File: config.mk
export PLATFORM = sky130hd
export DESIGN_NAME = cco_orient
export DESIGN_NICKNAME = d
export VERILOG_FILES = /design/src/hw/cco_pkg.sv /design/src/hw/cco_sense_if.sv /design/src/hw/cco_orient.sv /design/src/hw/cco_sync.sv
export SDC_FILE = /design/constraint.sdc
export NUM_CORES = 1
export LEC_CHECK = 0
export BUFFER_PORTS_ARGS = -buffer_cell sky130_fd_sc_hd__buf_2
export CORE_ASPECT_RATIO = 1.75
export CORE_UTILIZATION = 35
export CTS_BUF_LIST = sky130_fd_sc_hd__clkbuf_4
export DETAILED_ROUTE_END_ITERATION = 16
export REMOVE_ABC_BUFFERS = 1
export SYNTH_ARGS = -nofsm -noshare
export SYNTH_HDL_FRONTEND = slang
export SYNTH_HIERARCHICAL = 1
export SYNTH_SLANG_ARGS = --single-unit
File: constraint.sdc
create_clock -name ref_clk -period 5 [get_ports ref_clk]
set_input_delay 0.75 -clock ref_clk [delete_from_list [all_inputs] [get_ports ref_clk]]
set_output_delay 0.75 -clock ref_clk [all_outputs]
set_load 0.05 [all_outputs]
File: src/hw/cco_pkg.sv
package cco_pkg;
    localparam int CLK_HZ = 50_000_000;
    // DRP toggle half period in microseconds
    localparam int DRP_HALF_US  = 50;
    localparam int DRP_HALF_CYC = CLK_HZ / 1_000_000 * DRP_HALF_US;
    // Hold between lane routing settle and power enable, in cycles
    localparam int ROUTE_SETTLE_CYC = 4;
    // Cycles the synchronised pins lag a change of presented role
    localparam int SYNC_LAT_CYC = 2;
    localparam int CNT_W = 16;

    // Port capability
    typedef enum logic [1:0] {
        CCO_CAP_SRC = 2'd0,
        CCO_CAP_SNK = 2'd1,
        CCO_CAP_DRP = 2'd2
    } cco_cap_t;

    // Lane select values
    localparam logic [1:0] SEL_NONE = 2'h0;
    localparam logic [1:0] SEL_POS1 = 2'h1;
    localparam logic [1:0] SEL_POS2 = 2'h2;
endpackage

File: src/hw/cco_sense_if.sv
`timescale 1ns/1ns
interface cco_sense_if;
    logic cc1_term;
    logic cc2_term;
    logic cc1_ra;
    logic cc2_ra;
    modport sync (output cc1_term, output cc2_term, output cc1_ra, output cc2_ra);
    modport core (input cc1_term, input cc2_term, input cc1_ra, input cc2_ra);
endinterface

File: src/hw/cco_orient.sv
`timescale 1ns/1ns
// How it works
// - As source, pick data path from which CC pin the far sink terminates.
// - As sink, pick switch setting from which CC pin the far source pulls up.
// - Switch select steers TX and RX pairs onto connected position.
// - Pair group aligned with active CC is lane 0 and configuration lane.
// - The other pair group is lane 1.
// - Logical lanes are mapped onto physical pairs by this end.
// - All four straight/twisted, flipped/unflipped cases reduce to position 1 or 2.
// - Captive-cable devices need only the same two position cases.
// - Unworkable role pairing keeps VBUS and VCONN off.
// - Source-only works with sink or dual-role, never with source-only.
// - Sink-only works with source or dual-role, never with sink-only.
// - Two dual-role ports settle roles by toggling or by manual choice.
// - Detect first; later setup stages only after attach is reported.
// - Dual-role port alternates between source and sink presentation.
// - Source orientation comes from the CC pin seeing Rd.
// - Lane routing is set before VBUS is switched on.
// - On loss of Rd remove power, reset, and resume attach detection.
module cco_orient
    import cco_pkg::*;
(
    input  wire logic       ref_clk,     // 50 MHz clock
    input  wire logic       reset_n,     // Async reset, active low
    input  wire logic [1:0] port_cap,    // Own capability, cco_cap_t
    input  wire logic       drp_force,   // Manual role choice for dual-role
    input  wire logic       drp_pref_src,// Manual role: 1 source, 0 sink
    input  wire logic       cc1_rd,      // Pin: Rd seen on CC1 (as source) or Rp (as sink)
    input  wire logic       cc2_rd,      // Pin: same for CC2
    input  wire logic       cc1_ra,      // Pin: Ra seen on CC1 (source)
    input  wire logic       cc2_ra,      // Pin: Ra seen on CC2 (source)
    output logic            present_src, // Present Rp (1) or Rd (0)
    output logic [1:0]      lane_sel,    // 0 none, 1 position 1, 2 position 2
    output logic            lane0_pos2,  // Lane 0 on position 2 pairs
    output logic            vbus_en,     // Apply VBUS
    output logic            vconn_en,    // Apply VCONN
    output logic            vconn_cc2,   // VCONN on CC2 (else CC1)
    output logic            attached,    // Attach done, setup may continue
    output logic            is_source    // Settled role
);
    typedef enum logic [2:0] {
        ST_TOGGLE, ST_SRC_ROUTE, ST_SRC_ON, ST_SNK_ON
    } cco_state_t;

    typedef struct packed {
        cco_state_t       st;
        logic             src;
        logic [CNT_W-1:0] cnt;
        logic [1:0]       sel;
        logic             l0p2;
        logic             vbus;
        logic             vconn;
        logic             vc2;
        logic             att;
        logic             isrc;
    } cco_st_t;

    cco_st_t r;
    cco_st_t next_r;
    cco_sense_if sense ();

    cco_sync u_sync (
        .ref_clk   (ref_clk),
        .reset_n   (reset_n),
        .cc1_in    (cc1_rd),
        .cc2_in    (cc2_rd),
        .cc1_ra_in (cc1_ra),
        .cc2_ra_in (cc2_ra),
        .sense     (sense)
    );

    // Exactly one terminated pin gives a position; both or none give none
    function automatic logic [1:0] pos_of(input logic a, input logic b);
        if (a && !b) begin
            pos_of = SEL_POS1;
        end else if (b && !a) begin
            pos_of = SEL_POS2;
        end else begin
            pos_of = SEL_NONE;
        end
    endfunction

    logic [1:0] pos;
    logic       can_src;
    logic       can_snk;
    logic       toggling;

    always_comb begin
        pos     = pos_of(sense.cc1_term, sense.cc2_term);
        // Source-only never presents Rd, sink-only never Rp, so like pairs stay idle
        can_src = (port_cap != CCO_CAP_SNK);
        can_snk = (port_cap != CCO_CAP_SRC);
        toggling = (port_cap == CCO_CAP_DRP) && !drp_force;
        next_r  = r;
        case (r.st)
            ST_TOGGLE: begin
                next_r.sel   = SEL_NONE;
                next_r.vbus  = 1'b0;
                next_r.vconn = 1'b0;
                next_r.att   = 1'b0;
                if (toggling) begin
                    if (r.cnt >= CNT_W'(DRP_HALF_CYC - 1)) begin
                        next_r.cnt = '0;
                        next_r.src = !r.src;
                    end else begin
                        next_r.cnt = r.cnt + 1'b1;
                    end
                end else begin
                    next_r.cnt = '0;
                    next_r.src = (port_cap == CCO_CAP_DRP) ? drp_pref_src : can_src;
                end
                // Pins still show the old role just after a flip, so skip them briefly
                if (pos != SEL_NONE && (r.src ? can_src : can_snk)
                        && !(toggling && r.cnt < CNT_W'(SYNC_LAT_CYC))) begin
                    // Attach in the role the far end answered, not a flip of this edge
                    next_r.src  = r.src;
                    next_r.sel  = pos;
                    next_r.l0p2 = (pos == SEL_POS2);
                    next_r.vc2  = (pos == SEL_POS1);
                    next_r.cnt  = '0;
                    next_r.st   = r.src ? ST_SRC_ROUTE : ST_SNK_ON;
                    next_r.att  = !r.src;
                end
            end
            ST_SRC_ROUTE: begin
                if (pos != r.sel) begin
                    next_r.st  = ST_TOGGLE;
                    next_r.sel = SEL_NONE;
                    next_r.cnt = '0;
                end else if (r.cnt >= CNT_W'(ROUTE_SETTLE_CYC - 1)) begin
                    next_r.st    = ST_SRC_ON;
                    next_r.vbus  = 1'b1;
                    next_r.vconn = r.vc2 ? sense.cc2_ra : sense.cc1_ra;
                    next_r.att   = 1'b1;
                end else begin
                    next_r.cnt = r.cnt + 1'b1;
                end
            end
            ST_SRC_ON, ST_SNK_ON: begin
                // Select frozen while attached; any loss of the routed pin is detach
                if (pos != r.sel) begin
                    next_r.st    = ST_TOGGLE;
                    next_r.sel   = SEL_NONE;
                    next_r.vbus  = 1'b0;
                    next_r.vconn = 1'b0;
                    next_r.att   = 1'b0;
                    next_r.cnt   = '0;
                end
            end
            default: begin
                next_r.st = ST_TOGGLE;
            end
        endcase
        next_r.isrc = (next_r.st == ST_SRC_ROUTE) || (next_r.st == ST_SRC_ON);
    end

    always_ff @(posedge ref_clk or negedge reset_n) begin
        if (!reset_n) begin
            r <= '{st: ST_TOGGLE, sel: SEL_NONE, default: '0};
        end else begin
            r <= next_r;
        end
    end

    assign present_src = r.src;
    assign lane_sel    = r.sel;
    assign lane0_pos2  = r.l0p2;
    assign vbus_en     = r.vbus;
    assign vconn_en    = r.vconn;
    assign vconn_cc2   = r.vc2;
    assign attached    = r.att;
    assign is_source   = r.isrc;
endmodule

File: src/hw/cco_sync.sv
`timescale 1ns/1ns
module cco_sync
    import cco_pkg::*;
(
    input  wire logic    ref_clk,   // System clock
    input  wire logic    reset_n,   // Async reset
    input  wire logic    cc1_in,    // CC1 far termination seen
    input  wire logic    cc2_in,    // CC2 far termination seen
    input  wire logic    cc1_ra_in, // CC1 shows Ra
    input  wire logic    cc2_ra_in, // CC2 shows Ra
    cco_sense_if.sync    sense      // Synchronised sense
);
    typedef struct packed {
        logic [3:0] s1;
        logic [3:0] s2;
    } cco_sync_st_t;

    cco_sync_st_t r;
    cco_sync_st_t next_r;

    always_comb begin
        next_r    = r;
        next_r.s1 = {cc2_ra_in, cc1_ra_in, cc2_in, cc1_in};
        next_r.s2 = r.s1;
    end

    always_ff @(posedge ref_clk or negedge reset_n) begin
        if (!reset_n) begin
            r <= '0;
        end else begin
            r <= next_r;
        end
    end

    assign sense.cc1_term = r.s2[0];
    assign sense.cc2_term = r.s2[1];
    assign sense.cc1_ra   = r.s2[2];
    assign sense.cc2_ra   = r.s2[3];
endmodule

# Yosys cells after proc, flatten, opt, wreduce, memory -nomap -nowiden

Cells that the tools add are included.

Bits of input ports: 10
Register bits after elaboration: 36
Word-level logic and storage cells: 82

Order comparisons: 3
Eq/ne operators: 16
Bitwise gates (word level): 1
Reduce and logical (&&, ||, !) cells: 22
Mux-type cells: 27
$add $sub $neg: 1

Operator list:

| kind                    | number |
|---|---|
| $pmux W18 S3            | 1 |
| $mux W16                | 3 |
| $mux W23                | 1 |
| $mux W18                | 1 |
| $mux W17                | 1 |
| $add A16 B1 Y16 const B | 1 |
| $ge A16 B12 Y1 const B  | 1 |
| $ge A16 B2 Y1 const B   | 1 |
| $lt A16 B2 Y1 const B   | 1 |
| $mux W2                 | 6 |
| $eq A3 B2 Y1 const B    | 3 |
| $mux W3                 | 3 |
| $pmux W3 S3             | 1 |
| $reduce_and A3 Y1       | 3 |
| $mux W1                 | 8 |
| $ne A2 B2 Y1 const B    | 4 |
| $eq A3 B1 Y1 const B    | 2 |
| $logic_and A1 B1 Y1     | 6 |
| $pmux W2 S3             | 1 |
| $logic_not A1 Y1        | 5 |
| $eq A2 B2 Y1 const B    | 2 |
| $ne A2 B1 Y1 const B    | 2 |
| $reduce_and A4 Y1       | 1 |
| $reduce_bool A2 Y1      | 2 |
| other kinds (10)        | 10 |

# Longest topological paths before layout

Depth after elaboration: 11
Depth in mapped cells: 8

# Cells and area by module

Netlist, hierarchy kept.

Modules (own cells, without submodules):

| module     | cells each | area an instance (um^2) | times used |
|---|---|---|---|
| cco_orient | 166        | 1605.3                  | 1 |
| cco_sync   | 8          | 200.2                   | 1 |

# Worst setup path before layout

OpenSTA, ideal clock, no wires.

Path kind: input port to flip-flop
From: input port port_cap[0]
To: register r (netlist bit present_src)
Required time: 4.872 ns
Setup time: 0.128 ns
Setup slack: 2.888 ns
Buffers on the path: 0
Arrival time: 1.984 ns
Cell stages on the path: 5
Cell sequence: nor3b_1 nand2_1 o31ai_2 nor4bb_1 mux2_1

Longest elaborated chain between the ends: 7
Elaborated cells on any way between the ends: 14
Classes of those cells: eq/ne (3); mux (3); bitwise (1); reduce/logical (7)

RTL lines:

| what                               | RTL line                            | text |
|---|---|---|
| from (decl)                        | cco_orient.sv:25                    | `input wire logic [1:0] port_cap,` |
| $eq A2 B2 Y1                       | cco_orient.sv:93, cco_orient.sv:110 |  |
| $logic_and A1 B1 Y1                | cco_orient.sv:93                    | `toggling = (port_cap == CCO_CAP_DRP) && !drp_force;` |
| $logic_and A1 B1 Y1                | cco_orient.sv:114                   | `&& !(toggling && r.cnt < CNT_W'(SYNC_LAT_CYC))) begin` |
| $logic_not A1 Y1                   | cco_orient.sv:114                   |  |
| $logic_and A1 B1 Y1                | cco_orient.sv:114                   |  |
| $not A1 Y1 (no source line)        | --                                  |  |
| $reduce_and A3 Y1 (no source line) | --                                  |  |
| to (signal assigned)               | cco_orient.sv:161                   | `r <= next_r;` |
| to (decl)                          | cco_orient.sv:58                    | `cco_st_t r;` |

Parallel ways exist; a longest one is shown, timed or not.
A chain may end at the register's enable or synchronous reset.

# Final worst setup path

From: register u_sync.r (netlist bit u_sync/sense.cc1_term)
To: register r[16] in the netlist's numbering

Longest elaborated chain between the ends: 9
Elaborated cells on any way between the ends: 15
Classes of those cells: eq/ne (3); mux (5); reduce/logical (7)

RTL lines:

| what                   | RTL line          | text |
|---|---|---|
| from (decl)            | cco_sync.sv:18    | `cco_sync_st_t r;` |
| from (signal assigned) | cco_sync.sv:31    | `r <= next_r;` |
| $logic_not A1 Y1       | cco_orient.sv:76  | `end else if (b && !a) begin` |
| $logic_and A1 B1 Y1    | cco_orient.sv:76  |  |
| $mux W2                | cco_orient.sv:76  |  |
| $mux W2 (*)            | cco_orient.sv:74  | `if (a && !b) begin` |
| $reduce_bool A2 Y1     | cco_orient.sv:113 | `if (pos != SEL_NONE && (r.src ? can_src : can_snk)` |
| $logic_and A1 B1 Y1    | cco_orient.sv:113 |  |
| $logic_and A1 B1 Y1    | cco_orient.sv:114 |  |
| $mux W23               | cco_orient.sv:113 |  |
| $pmux W18 S3           | cco_orient.sv:95  | `case (r.st)` |

Mark *: on every way between the ends. The rest lies on a longest branch, timed or not.

==> flow_summary.ini <==
[setup_path]
worst_ep_required_time_ns = 5.27
cp_max_fo = 11
end_kind = register
slowest_delay_ns = 0.54
startpoint_type = register
worstSetupPathType = reg2reg
cp_cell_sequence = ha_1, xnor2_1, a31oi_4, nand4_1, or4_1, a21oi_1
critical-path-top-delay-family = simple AND/OR/NAND/NOR gates
path_buf_inv = 0
slowest_stage = or4_1
worst_ep_arrival_time_ns = 2.65

[floorplan]
fp-row-count = 34
die_h_um = 97.0
chipWidth_um = 56.3
core_area_mm2 = 0.00498
io_pins = 19
start_util_pct = 36.3
dieArea_mm2 = 0.00546

[detailed_routing]
via_per_inst = 5.53
firstDrtPassIters = 4
vias = 1354
wl_um = 3720
routedWlPerCell_um = 15.2
drtIter0Drc = 18
drcViolationCount = 0
antenna_left = 0

[timing]
finClkSkew_ns = 0.0130
hold_violations = 0
min_period_ns = 2.37
rsz0062_at_grt = false
tns_ns = 0
worst_pin_slew_ns = 0.802
period_share_pct = 47.5
slew_violations = 0
setup_viol = 0
slew_headroom_pct = 46.6
maxClockFrequency_mhz = 421

[final_layout]
layout.nets = 204
largest_reg_flops = 19
fin_cells = 245
diodes = 0
area_delta_synth_final_pct = 8.73
drive_gt1_share_pct = 19.9
final_area_mm2 = 0.00196
final_core_util_pct = 39.4
top_register = r

[synthesis]
synth_top_area_share_pct = 49.9
synth_warnings = 6
ys_async_sr_fraction_pct = 100
avgSynthCellArea_um2 = 10.4
synth_edf_count = 0
netlist_top_cells_count = 36 x dfrtp_1, 14 x nand2_1, 13 x a21oi_1, 10 x inv_1, 8 x nor2_1
synth_seq_cells = 36
yosysTopAreaCell = dfrtp_1
synth_area_leaders = dfrtp_1 50%, a21oi_1 3.6%, nand2_1 2.9%
synth_area_mm2 = 0.00181
synth-main-ff-cell = dfrtp_1
yosysSeqAreaShare_pct = 49.9
netlist_instances = 174
yosysMostFrequentCell = dfrtp_1
synth_cell_types = 45

[clock_tree]
cts_setup_buffers = 0
root_buffer = clkbuf_4
cts_buffers = 5
clock-sinks = 36
tritoncts = done
cts_max_level = 2
clockBufferDepth = 2
path_clk_slew_ns = 0.11
clk_latency_ns = 0.35
cts_hold_buf = 0
cts_resized = 0

[global_route]
grt_pass1_vias = 1436
grt-ovfl-total = 0
antenna_found_initial = 0
grt_pass1_wl_um = 6380
grt_max_degree = 37
grt.total_usage_pct = 15.2

[pwr]
power_density_mw_per_mm2 = 351
p_leak_nw = 0.837
irDropWorstVdd_uv = 214

[placement]
place_congestion = 0.769
dpl.hpwl_um = 2700
place_area_mm2 = 0.00192
io_buffers = 18
dp.cells = 238

[worst_hold_path]
min_path_type = reg2reg

[run]
drv_cap = 0

[status]
outcome = complete, no violations
power by group:
part / internal, mW / leakage (nW) / switching, mW
sequential: 0.318 / 0.473 / 0.0335
combinational: 0.0603 / 0.339 / 0.130
clock: 0.0491 / 0.0261 / 0.0971
kinds of logic (layout without fill, tap and decap cells):
| family | count (synthesis) | after routing | synth area share (%) |
|---|---|---|---|
| and+or+nand+nor | 59 | 59 | 18.5 |
| AOI/OAI and AO/OA | 47 | 47 | 19.4 |
| DFF | 36 | 36 | 49.9 |
| buffers and inverters | 19 | 36 | 4.99 |
| xor gates and xnor gates | 5 | 5 | 2.43 |
| muxes | 4 | 4 | 2.49 |
| adders and majority gates | 3 | 3 | 2.08 |
| other | 1 | 1 | 0.208 |
path summary, 6_finish.rpt:
check                      cells past startpoint               endpoint                  start  slack [ns]
setup / recovery                               6                  r[16]  u_sync/sense.cc1_term        2.63
hold / removal                                 0  u_sync/sense.cc2_term       u_sync/next_r[1]        0.35
setup reg to reg                               6                  r[16]  u_sync/sense.cc1_term        2.63
hold reg to reg                                0  u_sync/sense.cc2_term       u_sync/next_r[1]        0.35
max in group asynchronous                      1                  r[20]                reset_n        4.00
min in group asynchronous                      1                   r[8]                reset_n        0.48
cell type report:
| cell class | instances | area (um^2) |
|---|---|---|
| fillers | 504 | 3010 |
| repair buffers | 19 | 97.6 |
| clock buffers | 5 | 37.5 |
| multi-input cells | 119 | 815 |
| well taps | 54 | 67.6 |
| clock inverters | 2 | 7.51 |
| inverters | 10 | 37.5 |
| flip-flops and latches | 36 | 901 |
routing by layer:
layer  wire, um  up-vias  GRT usage (%)
met5          0        -              0
met4        104        0           7.50
met3        103        7           3.21
met2       2080       22           28.7
met1       1430      649           15.0
li1           -      676              -
worst register-to-register path: cells and delay by family, from the launching register on:
| kind | cells | cell delay, ns |
|---|---|---|
| adders and majority gates | 1 | 0.25 |
| DFF | 1 | 0.39 |
| AOI/OAI and AO/OA | 2 | 0.49 |
| and+or+nand+nor | 2 | 0.98 |
| xor gates and xnor gates | 1 | 0.21 |
per-stage QoR:
step                      power, mW  hold slack [ns]  setup slack, ns
final                         0.689            0.352             2.63
after global routing          0.723            0.360             2.44
after CTS                     0.697            0.357             2.60
after detailed placement      0.552            0.335             2.50
after global placement        0.552            0.335             2.58
after floorplan               0.492            0.331             2.58
placed cells by master (no fill, tap or decap), types with 4 or more instances in the layout:
cell	synthesis	final
nand2_1	14	14
dfrtp_1	36	36
o21ba_2	4	4
o31ai_1	4	4
nor3_1	5	5
a21oi_1	13	13
or4_1	6	6
nand3_1	6	6
inv_1	10	10
clkbuf_4	0	5
nor2_1	8	8
o21ai_0	6	6
buf_2	0	18
or3_1	5	5
Note: power is estimated with default switching activity, not from simulation.
